$ cat src/hdl/sbo_defines.svh
// Constants for the side-band output enable block.
`ifndef SBO_DEFINES_SVH
`define SBO_DEFINES_SVH
`define SBO_NUM_OUTPUTS 16
`define SBO_NUM_PINS 8
`define SBO_SHIFT_RESET_VAL 16'hFFFF
`define SBO_MASK_RESET_VAL 16'h0000
`define SBO_SMB_EN_RESET_VAL 16'hFFFF
`define SBO_PIN_D 3
`define SBO_PIN_E 4
`define SBO_PIN_G 6
`define SBO_PIN_H 7
`define SBO_MAX_SHIFT_MHZ 25
`define SBO_CLK_MHZ 40
`define SBO_SYNC_STAGES 2
`endif

$ cat src/hdl/sbo_pkg.sv
// Types for the side-band output enable block.
package sbo_pkg;
  typedef enum logic [1:0] {
    SBO_STRAP_WAIT,
    SBO_STRAP_HELD
  } sbo_strap_state_t;
endpackage : sbo_pkg

$ cat src/hdl/sbo_sync.sv
// Parameterised two-flop synchroniser for a vector of asynchronous levels.
`timescale 1ns/1ps
module sbo_sync #(
  parameter int WIDTH = 1,
  parameter logic [WIDTH-1:0] INIT = '0
) (
  input wire logic clk,
  input wire logic reset_n,
  input wire logic [WIDTH-1:0] asyncIn,
  output logic [WIDTH-1:0] syncOut
);
  // First stage; read only by the second stage.
  logic [WIDTH-1:0] meta_q;

  // Two stages in series keep metastability off the logic that follows.
  always_ff @(posedge clk or negedge reset_n) begin
    if (!reset_n) begin
      meta_q <= INIT;
      syncOut <= INIT;
    end else begin
      meta_q <= asyncIn;
      syncOut <= meta_q;
    end
  end
endmodule : sbo_sync

$ cat src/hdl/sbo_sideband_output_enable.sv
// Output-enable control with strap-selected serial side-band interface.
// Behaviour
// - At most eight active-low enable pins.
// - Strap chooses enables or side-band on pins.
// - Small variants share pins via SMBus latch.
// - Strap 0: D,E,G,H enable outputs 6,8,12,14.
// - Two-output variant has no side-band.
// - Side-band shifts at up to 25 MHz; code samples it at 40 MHz, so shift clocks must stay below 20 MHz.
// - Side-band works before power-good.
// - Strap sampled at power-up, held static.
// - Strap 0 disables side-band completely.
// - Shift bit 1 enables, 0 disables.
// - Shift register resets to all ones.
// - Shifting uses only side-band clock.
// - Enables applied through glitch-free output synchroniser.
// - Mask bits reset to zero.
// - Mask 1 forces side-band enable.
// - Readback copy refreshed on strobe fall.
// - Shift register read-only over SMBus.
// - Output runs when all three permit.
// - Capture serial input on rising clock while strobe high.
// - Strobe fall loads output control register.
// - Strobe low ignores clock and data.
`timescale 1ns/1ps
`include "sbo_defines.svh"
module sbo_sideband_output_enable
  import sbo_pkg::*;
#(
  parameter int NUM_OUTPUTS = `SBO_NUM_OUTPUTS,
  parameter bit HAS_SIDEBAND = 1'b1
) (
  input wire logic clk,
  input wire logic reset_n,
  input wire logic sidebandStrap,
  input wire logic powerGood,
  input wire logic [`SBO_NUM_PINS-1:0] outEnPin_n,
  output logic [`SBO_NUM_PINS-1:0] outEnPinOut,
  output logic [`SBO_NUM_PINS-1:0] outEnPinOe,
  input wire logic [NUM_OUTPUTS-1:0] smbusEnable,
  input wire logic [NUM_OUTPUTS-1:0] smbusMask,
  input wire logic smbusMaskWrite,
  input wire logic smbusSelectLatch_n,
  output logic [NUM_OUTPUTS-1:0] sidebandReadback,
  output logic [NUM_OUTPUTS-1:0] sidebandMask,
  output logic sidebandActive,
  input wire logic [NUM_OUTPUTS-1:0] refClockRun,
  output logic [NUM_OUTPUTS-1:0] outputRun
);
  localparam int SYNC_W = `SBO_NUM_PINS + 1;

  // Cycles per fastest half shift period; documents sampling margin.
  localparam int SHIFT_HALF_CYC = (`SBO_CLK_MHZ + 2 * `SBO_MAX_SHIFT_MHZ - 1)
                                  / (2 * `SBO_MAX_SHIFT_MHZ);

  // Synchronised pin and strap levels.
  logic [SYNC_W-1:0] syncIn;
  logic [`SBO_NUM_PINS-1:0] pinSync;
  logic strapSync;

  // Strap capture state.
  sbo_strap_state_t strapState_q;
  logic strapEn_q;
  // Edges seen since reset release; the strap is read only once the synchroniser holds it.
  logic [1:0] strapCnt_q;

  // Side-band pin roles after demultiplexing.
  logic shiftClk;
  logic serialIn;
  logic loadStrobe;
  logic shiftClkPrev_q;
  logic loadStrobePrev_q;
  logic shiftRise;
  logic loadFall;

  // Shift register, output control copy and mask.
  logic [NUM_OUTPUTS-1:0] shift_q;
  logic [NUM_OUTPUTS-1:0] ctrl_q;
  logic [NUM_OUTPUTS-1:0] mask_q;
  logic [NUM_OUTPUTS-1:0] pinEnable;
  logic [NUM_OUTPUTS-1:0] sbEnable;
  logic [NUM_OUTPUTS-1:0] run_q;

  // All pins pass two flops; the strap rides along with them.
  sbo_sync #(
    .WIDTH(SYNC_W),
    .INIT({1'b0, {`SBO_NUM_PINS{1'b1}}})
  ) u_sync (
    .clk(clk),
    .reset_n(reset_n),
    .asyncIn({sidebandStrap, outEnPin_n}),
    .syncOut(syncIn)
  );

  assign pinSync = syncIn[`SBO_NUM_PINS-1:0];
  assign strapSync = syncIn[`SBO_NUM_PINS];

  // Maps an output index to the pin that gates it, or none.
  function automatic logic pinGate(input int idx, input logic [`SBO_NUM_PINS-1:0] pins,
                                   input logic strap, input logic smbSel_n);
    logic g;
    g = 1'b1;
    unique case (idx)
      0: g = !pins[0];
      2: g = !pins[1];
      4: g = !pins[2];
      6: g = strap ? 1'b1 : !pins[`SBO_PIN_D];
      8: g = strap ? 1'b1 : !pins[`SBO_PIN_E];
      10: g = !pins[5];
      12: g = (strap || !smbSel_n) ? 1'b1 : !pins[`SBO_PIN_G];
      14: g = strap ? 1'b1 : !pins[`SBO_PIN_H];
      default: g = 1'b1;
    endcase
    return g;
  endfunction : pinGate

  // Strap is caught once after reset release and then held for good.
  always_ff @(posedge clk or negedge reset_n) begin
    if (!reset_n) begin
      strapState_q <= SBO_STRAP_WAIT;
      strapEn_q <= 1'b0;
      strapCnt_q <= 2'h0;
    end else begin
      unique case (strapState_q)
        SBO_STRAP_WAIT: begin
          // Reading earlier would catch the synchroniser's reset value, not the pin.
          if (strapCnt_q == 2'(`SBO_SYNC_STAGES)) begin
            strapEn_q <= strapSync && HAS_SIDEBAND;
            strapState_q <= SBO_STRAP_HELD;
          end else begin
            strapCnt_q <= strapCnt_q + 2'h1;
          end
        end
        SBO_STRAP_HELD: begin
          strapState_q <= SBO_STRAP_HELD;
        end
      endcase
    end
  end

  assign shiftClk = strapEn_q & pinSync[`SBO_PIN_D];
  assign serialIn = pinSync[`SBO_PIN_E];
  assign loadStrobe = strapEn_q & pinSync[`SBO_PIN_G];

  // Edge history of the side-band clock and strobe.
  always_ff @(posedge clk or negedge reset_n) begin
    if (!reset_n) begin
      shiftClkPrev_q <= 1'b0;
      loadStrobePrev_q <= 1'b0;
    end else begin
      shiftClkPrev_q <= shiftClk;
      loadStrobePrev_q <= loadStrobe;
    end
  end

  assign shiftRise = shiftClk & ~shiftClkPrev_q & loadStrobe;
  assign loadFall = ~loadStrobe & loadStrobePrev_q;

  // Shift register runs independent of power-good and the reference clock.
  // rate bounded by sampling; 40 MHz sampling keeps edges apart for slow links.
  always_ff @(posedge clk or negedge reset_n) begin
    if (!reset_n) begin
      shift_q <= `SBO_SHIFT_RESET_VAL;
    end else if (shiftRise) begin
      shift_q <= {shift_q[NUM_OUTPUTS-2:0], serialIn};
    end
  end

  // Output control register and readback copy share the strobe fall.
  always_ff @(posedge clk or negedge reset_n) begin
    if (!reset_n) begin
      ctrl_q <= `SBO_SHIFT_RESET_VAL;
    end else if (loadFall) begin
      ctrl_q <= shift_q;
    end
  end

  assign sidebandReadback = ctrl_q;

  // Mask is written over SMBus once the power-good domain is alive.
  always_ff @(posedge clk or negedge reset_n) begin
    if (!reset_n) begin
      mask_q <= `SBO_MASK_RESET_VAL;
    end else if (smbusMaskWrite && powerGood) begin
      mask_q <= smbusMask;
    end
  end

  assign sidebandMask = mask_q;
  assign sidebandActive = strapEn_q;

  // Per-output enable terms.
  genvar gi;
  generate
    for (gi = 0; gi < NUM_OUTPUTS; gi++) begin : g_out
      assign pinEnable[gi] = pinGate(gi, pinSync, strapEn_q, smbusSelectLatch_n);
      assign sbEnable[gi] = !strapEn_q || ctrl_q[gi] || mask_q[gi];
    end
  endgenerate

  // Outputs change state only while their reference clock runs.
  always_ff @(posedge clk or negedge reset_n) begin
    if (!reset_n) begin
      run_q <= '0;
    end else begin
      for (int i = 0; i < NUM_OUTPUTS; i++) begin
        if (refClockRun[i]) begin
          run_q[i] <= sbEnable[i] & smbusEnable[i] & pinEnable[i];
        end
      end
    end
  end

  assign outputRun = run_q;

  // Pin H drives serial out in side-band mode only.
  always_ff @(posedge clk or negedge reset_n) begin
    if (!reset_n) begin
      outEnPinOut <= '0;
    end else begin
      outEnPinOut <= '0;
      outEnPinOut[`SBO_PIN_H] <= shift_q[NUM_OUTPUTS-1];
    end
  end

  always_comb begin
    outEnPinOe = '0;
    outEnPinOe[`SBO_PIN_H] = strapEn_q;
  end

  // Half period figure kept for reference in reviews of link timing.
  logic unusedHalf;
  assign unusedHalf = (SHIFT_HALF_CYC > 0);
endmodule : sbo_sideband_output_enable

$ cat config.mk
export PLATFORM = sky130hd
export DESIGN_NAME = sbo_sideband_output_enable
export DESIGN_NICKNAME = d
export VERILOG_FILES = /design/src/hdl/sbo_pkg.sv /design/src/hdl/sbo_sync.sv /design/src/hdl/sbo_sideband_output_enable.sv
export VERILOG_INCLUDE_DIRS = /design/src /design/src/hdl
export SDC_FILE = /design/constraint.sdc
export NUM_CORES = 1
export LEC_CHECK = 0
export ABC_AREA = 1
export BUFFER_PORTS_ARGS = -buffer_cell sky130_fd_sc_hd__clkbuf_2
export CORE_MARGIN = 10
export CORE_UTILIZATION = 25
export CTS_BUF_LIST = sky130_fd_sc_hd__clkbuf_8
export DETAILED_ROUTE_END_ITERATION = 8
export PLACE_DENSITY = 0.47
export SKIP_LAST_GASP = 1
export SLEW_MARGIN = 20
export SYNTH_ARGS = -nofsm -noshare
export SYNTH_HDL_FRONTEND = slang
export SYNTH_SLANG_ARGS = --single-unit
$ cat constraint.sdc
create_clock -name clk -period 1.88 [get_ports clk]
set_clock_uncertainty 0.15 [all_clocks]
set_input_delay 0.376 -clock clk [delete_from_list [all_inputs] [get_ports clk]]
set_output_delay 0.376 -clock clk [all_outputs]
set_load 0.01 [all_outputs]
==> impl_metrics.sql, run 1 <==
INSERT INTO impl_metrics (metric_group, metric, value, unit) VALUES
('yosys', 'syn_area_per_cell', '9.315', 'sq um'),
('floorplanning', 'die_h', '140.7', 'um'),
('sta', 'finalSetupViolCount', '0', ''),
('sta', 'timing.setup.tns', '0', 'ps'),
('setup_path', 'critical_path_required', '1350', 'ps'),
('clock_network', 'cts.reportedPaths.clkPinSlew', '90', 'ps'),
('clock_network', 'tritoncts_clock_tree', 'done', ''),
('drt', 'postRouteWirelength', '10.12', 'mm'),
('yosys', 'synthCells', '391', ''),
('finish', 'final_layout_size_suffix_gt1_frac', '0.3570', ''),
('yosys', 'number_of_distinct_library_cells_after_synthesis', '19', ''),
('floorplanning', 'die_area', '19800', 'sq um'),
('setup_path', 'worstReg2RegStart', 'u_sync.syncOut[6]$_DFF_PN1_', ''),
('finish', 'finalCoreUtilization', '0.3254', ''),
('drt', 'wl_per_cell', '14.35', 'um'),
('yosys', 'syn_area', '3642', 'sq um'),
('grt', 'first_global_vias', '2968', ''),
('placed_design', 'gp_congestion', '0.7756', ''),
('min_path', 'worst_min_path_start', 'smbusEnable[11]', ''),
('yosys', 'share_of_yosys_cell_area_claimed_by_the_top_area_cell_type', '0.3463', ''),
('yosys', 'synth_largest_area_cell', 'sky130_fd_sc_hd__dfstp_2', ''),
('placed_design', 'post-dp-hpwl', '7.741', 'mm'),
('yosys', 'async_flop_share', '1.000', ''),
('min_path', 'hold_class', 'primary input to register', ''),
('power', 'static-leakage-power', '2.507', 'nW'),
('floorplanning', 'floorplan.die.width', '140.7', 'um'),
('min_path', 'hold_end', 'outputRun[11]$_DFFE_PN0P_', ''),
('clock_network', 'post_cts_setup_buffer_count', '0', ''),
('grt', 'grt_pass1_wl', '16.44', 'mm'),
('grt', 'gr-usage-all-layers', '0.1040', ''),
('finish', 'finalNetCount', '579', ''),
('yosys', 'synth-compound-area-share', '0.02886', ''),
('yosys', 'synthesis.yosys.warnings', '0', ''),
('clock_network', 'total_clock_buffers_created_by_cts', '9', ''),
('floorplanning', 'coreArea', '14420', 'sq um'),
('grt', 'grt_antenna_before_repair', '0', ''),
('setup_path', 'critical-path-max-stage-delay', '480', 'ps'),
('sta', 'max_slew_violation_total_from_the_final_report', '0', ''),
('power', 'irDropWorstVdd', '0.0002529', 'V'),
('setup_path', 'endpoint_of_the_lowest_slack_register_to_register_path', 'shift_q[12]$_DFFE_PN1P_', ''),
('yosys', 'yosys-mux-area-fraction', '0', ''),
('power', 'post-layout-total-power', '4.331', 'mW'),
('drt', 'drtAntennaViolNets', '0', ''),
('sta', 'hold_viol_final', '0', ''),
('sta', 'min_period_over_period', '0.9469', ''),
('floorplanning', 'io_pins', '127', ''),
('setup_path', 'worstSetupEndpointType', 'primary output', ''),
('clock_network', 'clockBufferDepth', '2', ''),
('yosys', 'synth_adder_area_share', '0.003435', ''),
('finish', 'area_growth_syn_to_layout', '28.86', '%'),
('drt', 'via_count', '2854', ''),
('setup_path', 'critical_path_class', 'register to primary output', ''),
('sta', 'maxClockFrequency', '561.7', 'MHz'),
('drt', 'starting_drc_count_in_detailed_routing', '149', ''),
('clock_network', 'cts_htree_levels', '3', ''),
('clock_network', 'number_of_gates_resized_after_cts', '0', ''),
('power', 'power.density_cell_area', '922.8', 'nW/um^2'),
('setup_path', 'ff2ff_path_depth', '5', ''),
('clock_network', 'sink_count_of_the_clock_tree', '89', ''),
('floorplanning', 'initial_utilization', '0.2525', ''),
('grt', 'pin_count_of_the_biggest_net_entering_global_routing', '38', ''),
('drt', 'post_drt_via_cell_ratio', '4.048', ''),
('drt', 'first_pass_iters', '4', ''),
('clock_network', 'clockRootBuffer', 'sky130_fd_sc_hd__clkbuf_8', ''),
('yosys', 'synth_top_family_by_area', 'simple AND/OR/NAND/NOR gates', ''),
('yosys', 'synth-simple-area-share', '0.2312', ''),
('run_status', 'status', 'completed', ''),
('min_path', 'min_path_cells', '3', ''),
('setup_path', 'timing.critical_path.buf_inv', '2', ''),
('setup_path', 'crit_path_cell_trace', 'buf_4 -> clkbuf_2', ''),
('sta', 'timing.max_slew.rel_slack', '0.6456', '');
report_power, final:
group	switching [mW]	total, mW	leakage [nW]	internal, mW
Sequential	0.130	2.28	0.983	2.15
Clock	0.669	1.45	0.117	0.778
Combinational	0.362	0.602	1.41	0.241
Total	1.16	4.33	2.51	3.17
metal layers:
metal / vias up / GRT usage / share of wire
li1: 1422 / - / -
met1: 1328 / 0.1269 / 0.43
met2: 87 / 0.1611 / 0.47
met3: 17 / 0.03158 / 0.067
met4: 0 / 0.05598 / 0.026
met5: - / 0 / 0
cells by family (layout without fill, tap and decap cells):
family	after synthesis	after routing
flip-flops	89	89
AND/OR/NAND/NOR	198	198
AO/OA/AOI/OAI	21	21
other	1	14
adder cells (fa/ha/maj)	1	1
buffers and inverters	80	197
XOR/XNOR	1	1
cell usage in the layout (no fill, tap or decap), drive strengths merged:
cell type,netlist,final
o21ai,1,1
bufinv,0,2
a21oi,20,20
dfstp,48,48
inv,53,54
dlygate4sd3,0,10
dfrtp,41,41
nor2,26,26
ha,1,1
clkinv,0,3
buf,27,7
xor2,1,1
clkbuf,0,121
nand3,59,59
nand2,113,113
conb,1,14
metrics by stage:
step | cell area, sq um | std cells | worst slack [ps]
after CTS | 4693 | 705 | 62.52
after global routing | 4693 | 705 | 10.26
after floorplan | 3691 | 404 | 597.3
after detailed placement | 4373 | 679 | 432.6
final | 4693 | 705 | 99.75
after global placement | 4373 | 679 | 458.6
final cells by class:
| cell class | instances | area, sq um |
|---|---|---|
| Clock buffer | 10 | 137.6 |
| Clock inverter | 6 | 82.58 |
| Fill cell | 1525 | 9731 |
| Inverter | 53 | 201.4 |
| Multi-Input combinational cell | 235 | 1021 |
| Sequential cell | 89 | 2287 |
| Tap cell | 184 | 230.2 |
| Timing Repair Buffer | 128 | 733.2 |
registers in the layout, indices dropped and copies added (netlist names), 2 cells and up:
| register | count |
|---|---|
| sidebandReadback | 16 |
| u_sync.meta_q | 9 |
| shift_q | 16 |
| u_sync.syncOut | 9 |
| strapCnt_q | 2 |
| sidebandMask | 16 |
| outputRun | 16 |
worst min-delay path, delay by kind of cell:
| family | cells | cell delay, ps |
|---|---|---|
| buffers and inverters | 1 | 80 |
| AND/OR/NAND/NOR | 2 | 110 |
how the worst max path moves through the flow:
stage                                            from                 endpoint  slack, ps  cells past startpoint
after floorplan           u_sync.syncOut[3]$_DFF_PN1_  shift_q[10]$_DFFE_PN1P_        600                      5
after global placement    u_sync.syncOut[6]$_DFF_PN1_  shift_q[15]$_DFFE_PN1P_        460                      5
after detailed placement  u_sync.syncOut[6]$_DFF_PN1_  shift_q[12]$_DFFE_PN1P_        430                      5
after CTS                  sidebandActive$_DFFE_PN0P_           sidebandActive         60                      2
after global routing       sidebandActive$_DFFE_PN0P_           sidebandActive         10                      2
final                      sidebandActive$_DFFE_PN0P_           sidebandActive        100                      2
(Power assumes the default switching activity.)
==> inputs of run 2 (changes only) <==
CORE_ASPECT_RATIO = 2   (was default)
CORE_UTILIZATION = 40   (was 25)
PLACE_DENSITY = 0.67   (was 0.47)
==> run 2 against run 1 <==
  * Register-to-register slack got worse by 30 ps
  * Critical endpoint is now sidebandReadback[13]
  * Total power decreased by 0.19%
  * Maximum frequency increased by 10%
  * Sequential power about the same
  * Global-route usage increased by 2.9 points
  * Non-clock buffer count decreased by 1
  * Highest routed layer unchanged
  * Sequential share of layout area increased by 1.1 points
  * Utilization increased by 19 points
  * Hold slack got worse by 2.3 ps
==> impl_metrics.sql, run 2 (synthesis results as in run 1) <==
INSERT INTO impl_metrics (metric_group, metric, value, unit) VALUES
('finish', 'final_layout_size_suffix_gt1_frac', '0.3558', ''),
('setup_path', 'worst_setup_path_start_kind', 'register', ''),
('clock_network', 'cts.reportedPaths.clkPinSlew', '90', 'ps'),
('power', 'post-layout-total-power', '4.323', 'mW'),
('sta', 'final.setup.worst_slack', '265.5', 'ps'),
('placed_design', 'pre_cts_ws', '402.3', 'ps'),
('finish', 'regArea', '2287', 'sq um'),
('sta', 'finalCriticalPeriod', '1615', 'ps'),
('drt', 'drtAntennaViolNets', '0', ''),
('drt', 'first_pass_iters', '6', ''),
('floorplanning', 'io_pins', '127', ''),
('clock_network', 'sink_count_of_the_clock_tree', '89', ''),
('finish', 'postLayoutCellArea', '4592', 'sq um'),
('finish', 'mostFrequentLayoutCell', 'sky130_fd_sc_hd__clkbuf_2', ''),
('sta', 'max_slew_violation_total_from_the_final_report', '0', ''),
('grt', 'pin_count_of_the_biggest_net_entering_global_routing', '41', ''),
('floorplanning', 'coreArea', '8951', 'sq um'),
('finish', 'multiInputGateArea', '1021', 'sq um'),
('finish', 'antenna_cells', '0', ''),
('placed_design', 'gp_congestion', '0.8715', ''),
('drt', 'met2_wirelength', '4.922', 'mm'),
('setup_path', 'worst_path_max_delay_cell', 'sky130_fd_sc_hd__dfstp_2', ''),
('clock_network', 'clock_insertion_delay_worst_skew', '360', 'ps'),
('clock_network', 'cts_htree_levels', '3', ''),
('sta', 'timing.setup.tns', '0', 'ps'),
('floorplanning', 'die_h', '155.0', 'um'),
('floorplanning', 'floorplan.die.width', '87.48', 'um'),
('clock_network', 'tritoncts_clock_tree', 'done', ''),
('sta', 'fin_hold_ws', '82.42', 'ps'),
('sta', 'maxClockFrequency', '619.4', 'MHz'),
('finish', 'finalNetCount', '578', ''),
('sta', 'min_period_over_period', '0.8588', ''),
('placed_design', 'io_buffer_count', '112', ''),
('sta', 'timing.max_slew.rel_slack', '0.6617', ''),
('drt', 'starting_drc_count_in_detailed_routing', '140', ''),
('setup_path', 'critical_path_class', 'register to primary output', ''),
('drt', 'drc', '0', ''),
('grt', 'gr-total-overflow', '0', ''),
('setup_path', 'cp_max_fo', '3', ''),
('setup_path', 'worstReg2RegStart', 'u_sync.syncOut[3]$_DFF_PN1_', ''),
('placed_design', 'post-dp-hpwl', '7.078', 'mm'),
('setup_path', 'critical_path.startpoint', 'sidebandReadback[13]$_DFFE_PN1P_', ''),
('drt', 'wl_met3', '668', 'um'),
('min_path', 'worst_min_path_start', 'smbusEnable[11]', ''),
('floorplanning', 'initial_utilization', '0.4069', ''),
('sta', 'max_slew.worst_pin.slew', '507.5', 'ps'),
('drt', 'wl_per_cell', '14.29', 'um'),
('grt', 'grt_pass1_wl', '14.35', 'mm'),
('clock_network', 'total_clock_buffers_created_by_cts', '9', ''),
('finish', 'final.fill_count', '835', ''),
('drt', 'via_count', '2882', ''),
('sta', 'unrepaired_setup_endpoints_after_global_routing', 'no', ''),
('clock_network', 'clockBufferDepth', '2', ''),
('setup_path', 'critical_path_required', '1350', 'ps'),
('power', 'irDropWorstVdd', '0.0004565', 'V'),
('floorplanning', 'rows', '49', ''),
('grt', 'first_global_vias', '2908', ''),
('drt', 'met1_length', '2.975', 'mm'),
('setup_path', 'critical-path-max-stage-delay', '580', 'ps'),
('finish', 'area_growth_syn_to_layout', '26.07', '%'),
('floorplanning', 'die_area', '13550', 'sq um'),
('sta', 'finalSetupViolCount', '0', ''),
('setup_path', 'arrival', '1090', 'ps'),
('clock_network', 'clockRootBuffer', 'sky130_fd_sc_hd__clkbuf_8', ''),
('min_path', 'hold_class', 'primary input to register', ''),
('power', 'static-leakage-power', '2.507', 'nW'),
('grt', 'gr-usage-all-layers', '0.1334', ''),
('drt', 'post_drt_via_cell_ratio', '4.633', ''),
('finish', 'layout.cells.non_filler', '622', ''),
('drt', 'highest_layer', 'met4', ''),
('setup_path', 'worstSetupEndpointType', 'primary output', ''),
('drt', 'postRouteWirelength', '8.886', 'mm'),
('setup_path', 'timing.critical_path.buf_inv', '1', ''),
('job', 'max_cap_viol_count', '0', ''),
('placed_design', 'dp.cells', '596', ''),
('grt', 'grt_antenna_before_repair', '0', ''),
('setup_path', 'critical_path.top_delay_family', 'flip-flops', ''),
('sta', 'hold_viol_final', '0', ''),
('finish', 'finalCoreUtilization', '0.5130', ''),
('power', 'power.density_cell_area', '941.4', 'nW/um^2'),
('setup_path', 'crit_path_cell_trace', 'clkbuf_2', ''),
('run_status', 'status', 'completed', ''),
('placed_design', 'postPlaceCellArea', '4263', 'sq um'),
('finish', 'final_cell_mix', '111 x sky130_fd_sc_hd__clkbuf_2, 110 x sky130_fd_sc_hd__nand2_1, 59 x sky130_fd_sc_hd__nand3_1', '');
run 2: power breakdown:
group	internal [mW]	total [mW]	switching, mW
Clock	0.819	1.46	0.640
Combinational	0.239	0.588	0.349
Sequential	2.15	2.28	0.125
Total	3.21	4.32	1.11
run 2: layout make-up:
| cell class | instances | share of cell area |
|---|---|---|
| multi-input combinational | 235 | 0.2223 |
| timing repair buffer | 127 | 0.1580 |
| tap | 102 | 0.02779 |
| clock inverter | 5 | 0.01689 |
| clock buffer | 11 | 0.03297 |
| sequential | 89 | 0.4981 |
| inverter | 53 | 0.04387 |
run 2: tightest hold or removal path, cell delays in order:
cell and delay [ps]:
sky130_fd_sc_hd__clkbuf_2 80, sky130_fd_sc_hd__nand3_1 70, sky130_fd_sc_hd__nand2_1 40
run 2: path summary, 6_finish.rpt:
| check | cells past startpoint | slack [ps] | endpoint |
|---|---|---|---|
| worst max-delay path | 1 | 270 | sidebandReadback[13] |
| worst max register to register | 5 | 380 | shift_q[11]$_DFFE_PN1P_ |
| worst min register to register | 0 | 200 | u_sync.syncOut[6]$_DFF_PN1_ |
| max in group asynchronous | 3 | 690 | u_sync.syncOut[2]$_DFF_PN1_ |
| min in group asynchronous | 2 | 320 | sidebandMask[15]$_DFFE_PN0P_ |
| worst min-delay path | 3 | 80 | outputRun[11]$_DFFE_PN0P_ |
run 2: metal layers:
metal	GRT usage	vias to the layer above
met4	0.07405	0
li1	-	1422
met5	0	-
met1	0.1320	1334
met3	0.03766	23
met2	0.2371	103
run 2: what timing repair did:
| item | in CTS | in global routing |
|---|---|---|
| endpoints found under the hold margin | 18 | 0 |
| hold buffers | 10 | 0 |
| resized for setup | 0 | 0 |
| buffers inserted | 0 | 0 |
==> inputs of run 3 (changes only) <==
--- a/config.mk
+++ b/config.mk
@@ -15,3 +15,3 @@
 export DETAILED_ROUTE_END_ITERATION = 8
-export PLACE_DENSITY = 0.67
+export PLACE_DENSITY = 0.7
 export SKIP_LAST_GASP = 1
==> constraint.sdc (replaced) <==
create_clock -name clk -period 1.4 [get_ports clk]
set_clock_uncertainty 0.15 [all_clocks]
set_input_delay 0.28 -clock clk [delete_from_list [all_inputs] [get_ports clk]]
set_output_delay 0.28 -clock clk [all_outputs]
set_load 0.1 [all_outputs]
==> run 3 against run 2 <==
  * The run now ends with setup timing left
  * Clock-buffer cell count decreased by 2
  * Worst setup slack lost 430 ps
  * Clock power up 43%
  * Non-clock buffer count rose by 50
  * Die area stayed put
  * Utilization increased by 14 points
  * Sequential share of layout area decreased by 10 points
  * Sequential cell count unchanged
==> impl_metrics.sql, run 3 (synthesis results as in run 1) <==
INSERT INTO impl_metrics (metric_group, metric, value, unit) VALUES
('clock_network', 'clockRootBuffer', 'sky130_fd_sc_hd__clkbuf_8', ''),
('sta', 'max_slew_violation_total_from_the_final_report', '0', ''),
('grt', 'first_global_vias', '3277', ''),
('grt', 'busiest_layer', 'met2', ''),
('power', 'power.density_cell_area', '1358', 'nW/um^2'),
('finish', 'finalNetCount', '628', ''),
('placed_design', 'pre_cts_ws', '85.76', 'ps'),
('clock_network', 'total_clock_buffers_created_by_cts', '9', ''),
('finish', 'antenna_cells', '0', ''),
('drt', 'drc', '0', ''),
('grt', 'grt_pass1_wl', '15.88', 'mm'),
('setup_path', 'timing.reg2reg.setup_slack', '80', 'ps'),
('grt', 'gr-usage-all-layers', '0.1470', ''),
('grt', 'grt_antenna_before_repair', '0', ''),
('sta', 'final.setup.worst_slack', '-164.4', 'ps'),
('grt', 'pin_count_of_the_biggest_net_entering_global_routing', '68', ''),
('floorplanning', 'rows', '49', ''),
('grt', 'gr-total-overflow', '0', ''),
('sta', 'fin_hold_ws', '8.057', 'ps'),
('job', 'max_cap_viol_count', '0', ''),
('grt', 'grt.met2_usage', '0.2646', ''),
('power', 'static-leakage-power', '2.970', 'nW'),
('drt', 'postRouteWirelength', '10.05', 'mm'),
('grt', 'global_routing_usage_on_met1', '0.1430', ''),
('setup_path', 'cp_max_fo', '2', ''),
('setup_path', 'worstReg2RegStart', 'sidebandActive$_DFFE_PN0P_', ''),
('setup_path', 'critical_path_class', 'register to primary output', ''),
('clock_network', 'clockBufferDepth', '2', ''),
('sta', 'finalCriticalPeriod', '1564', 'ps'),
('power', 'swShare', '0.3657', ''),
('placed_design', 'gp_congestion', '0.8080', ''),
('power', 'power.sequential.fraction', '0.394', ''),
('placed_design', 'io_buffer_count', '112', ''),
('setup_path', 'timing.critical_path.to', 'outEnPinOe[7]', ''),
('floorplanning', 'coreArea', '8951', 'sq um'),
('sta', 'finalSetupViolCount', '19', ''),
('clock_network', 'sink_count_of_the_clock_tree', '89', ''),
('min_path', 'hold_class', 'primary input to register', ''),
('floorplanning', 'floorplan.die.width', '87.48', 'um'),
('finish', 'final_layout_size_suffix_gt1_frac', '0.4246', ''),
('finish', 'postLayoutCellArea', '5839', 'sq um'),
('clock_network', 'cts.reportedPaths.clkPinSlew', '90', 'ps'),
('clock_network', 'cts_htree_levels', '3', ''),
('power', 'share_comb_of_total_power', '0.343', ''),
('run_status', 'violated_checks', 'setup timing', ''),
('clock_network', 'tritoncts_clock_tree', 'done', ''),
('sta', 'unrepaired_setup_endpoints_after_global_routing', 'yes', ''),
('sta', 'maxClockFrequency', '639.2', 'MHz'),
('finish', 'area_growth_syn_to_layout', '60.32', '%'),
('floorplanning', 'die_area', '13550', 'sq um'),
('drt', 'drtAntennaViolNets', '0', ''),
('sta', 'min_period_over_period', '1.117', ''),
('drt', 'first_pass_iters', '5', ''),
('drt', 'via_count', '3156', ''),
('placed_design', 'postPlaceCellArea', '5109', 'sq um'),
('floorplanning', 'initial_utilization', '0.4069', ''),
('setup_path', 'worstSetupEndpointType', 'primary output', ''),
('power', 'post-layout-total-power', '7.931', 'mW'),
('grt', 'grt_util_met3', '0.03609', ''),
('floorplanning', 'io_pins', '127', ''),
('power', 'irDropWorstVdd', '0.0007285', 'V'),
('setup_path', 'ff2ff_path_depth', '6', ''),
('setup_path', 'critical_path_required', '970', 'ps'),
('setup_path', 'worst_setup_path_start_kind', 'register', ''),
('power', 'internal-power', '5.031', 'mW'),
('finish', 'mostFrequentLayoutCell', 'sky130_fd_sc_hd__nand2_1', ''),
('run_status', 'status', 'finished with violations', ''),
('power', 'p_clk_frac', '0.263', ''),
('drt', 'wl_per_cell', '14.95', 'um'),
('setup_path', 'critical_path.startpoint', 'sidebandActive$_DFFE_PN0P_', ''),
('drt', 'post_drt_via_cell_ratio', '4.696', ''),
('power', 'net_switching_power_of_the_design', '2.900', 'mW'),
('sta', 'hold_viol_final', '0', ''),
('drt', 'starting_drc_count_in_detailed_routing', '135', ''),
('floorplanning', 'die_h', '155.0', 'um'),
('placed_design', 'post-dp-hpwl', '7.290', 'mm'),
('clock_network', 'clock_insertion_delay_worst_skew', '360', 'ps'),
('setup_path', 'endpoint_of_the_lowest_slack_register_to_register_path', 'outputRun[14]$_DFFE_PN0P_', ''),
('finish', 'final_cell_mix', '110 x sky130_fd_sc_hd__nand2_1, 60 x sky130_fd_sc_hd__clkbuf_2, 59 x sky130_fd_sc_hd__nand3_1', ''),
('setup_path', 'arrival', '1130', 'ps');
run 3: how the worst min path moves through the flow:
stage	end	cells after the start	slack, ps	startpoint
2_1_floorplan	loadStrobePrev_q$_DFF_PN0_	0	-170	reset_n
3_3_place_gp	u_sync.meta_q[0]$_DFF_PN1_	1	100	reset_n
3_5_place_dp	u_sync.meta_q[0]$_DFF_PN1_	1	100	reset_n
4_1_cts	sidebandMask[6]$_DFFE_PN0P_	3	0.4	smbusMask[6]
5_1_grt	outputRun[3]$_DFFE_PN0P_	3	9	smbusEnable[3]
6_report	outputRun[15]$_DFFE_PN0P_	3	8	smbusEnable[15]
run 3: power groups by stage:
stage / clock network [mW] / registers (mW) / logic [mW]
floorplan: 0 / 4.19 / 0.526
global route: 2.24 / 3.15 / 2.85
finish: 2.09 / 3.13 / 2.72
CTS: 2.15 / 3.13 / 2.67
detailed placement: 0 / 3.19 / 2.53
global placement: 0 / 3.17 / 2.50
run 3: stage by stage:
step | TNS, ps | utilization | std cells
6_report | -2398 | 0.6524 | 672
3_5_place_dp | 0 | 0.5707 | 601
4_1_cts | -3012 | 0.6371 | 656
5_1_grt | -3553 | 0.6524 | 672
3_3_place_gp | 0 | 0.5707 | 601
2_1_floorplan | -773.1 | - | 404
run 3: per-layer routing:
layer / part of all wire / up-vias
met5: 0 / -
met4: 0.049 / 0
met3: 0.062 / 28
met2: 0.56 / 109
met1: 0.33 / 1498
li1: - / 1521
run 3: worst max-delay path, stage by stage, from the launching register on:
cell	delay (ps)
sky130_fd_sc_hd__dfrtp_4	490
sky130_fd_sc_hd__buf_6	130
sky130_fd_sc_hd__buf_12	150
run 3: layout make-up:
type                            instances  area (sq um)
Fill cell                             662          3112
Sequential cell                        89          2311
Timing Repair Buffer                  177          1908
Multi-Input combinational cell        235          1044
Inverter                               53         206.4
Tap cell                              102         127.6
Clock buffer                            9         123.9
Clock inverter                          7         118.9
run 3: repair_timing:
action                                  in CTS  in global routing
endpoints found under the hold margin       61                  0
buffers inserted                            17                 15
cloned                                       0                  1
gates resized for setup                      1                  4
pin swaps                                    0                  3
endpoints found under the setup margin      39                 66
hold buffers                                22                  0
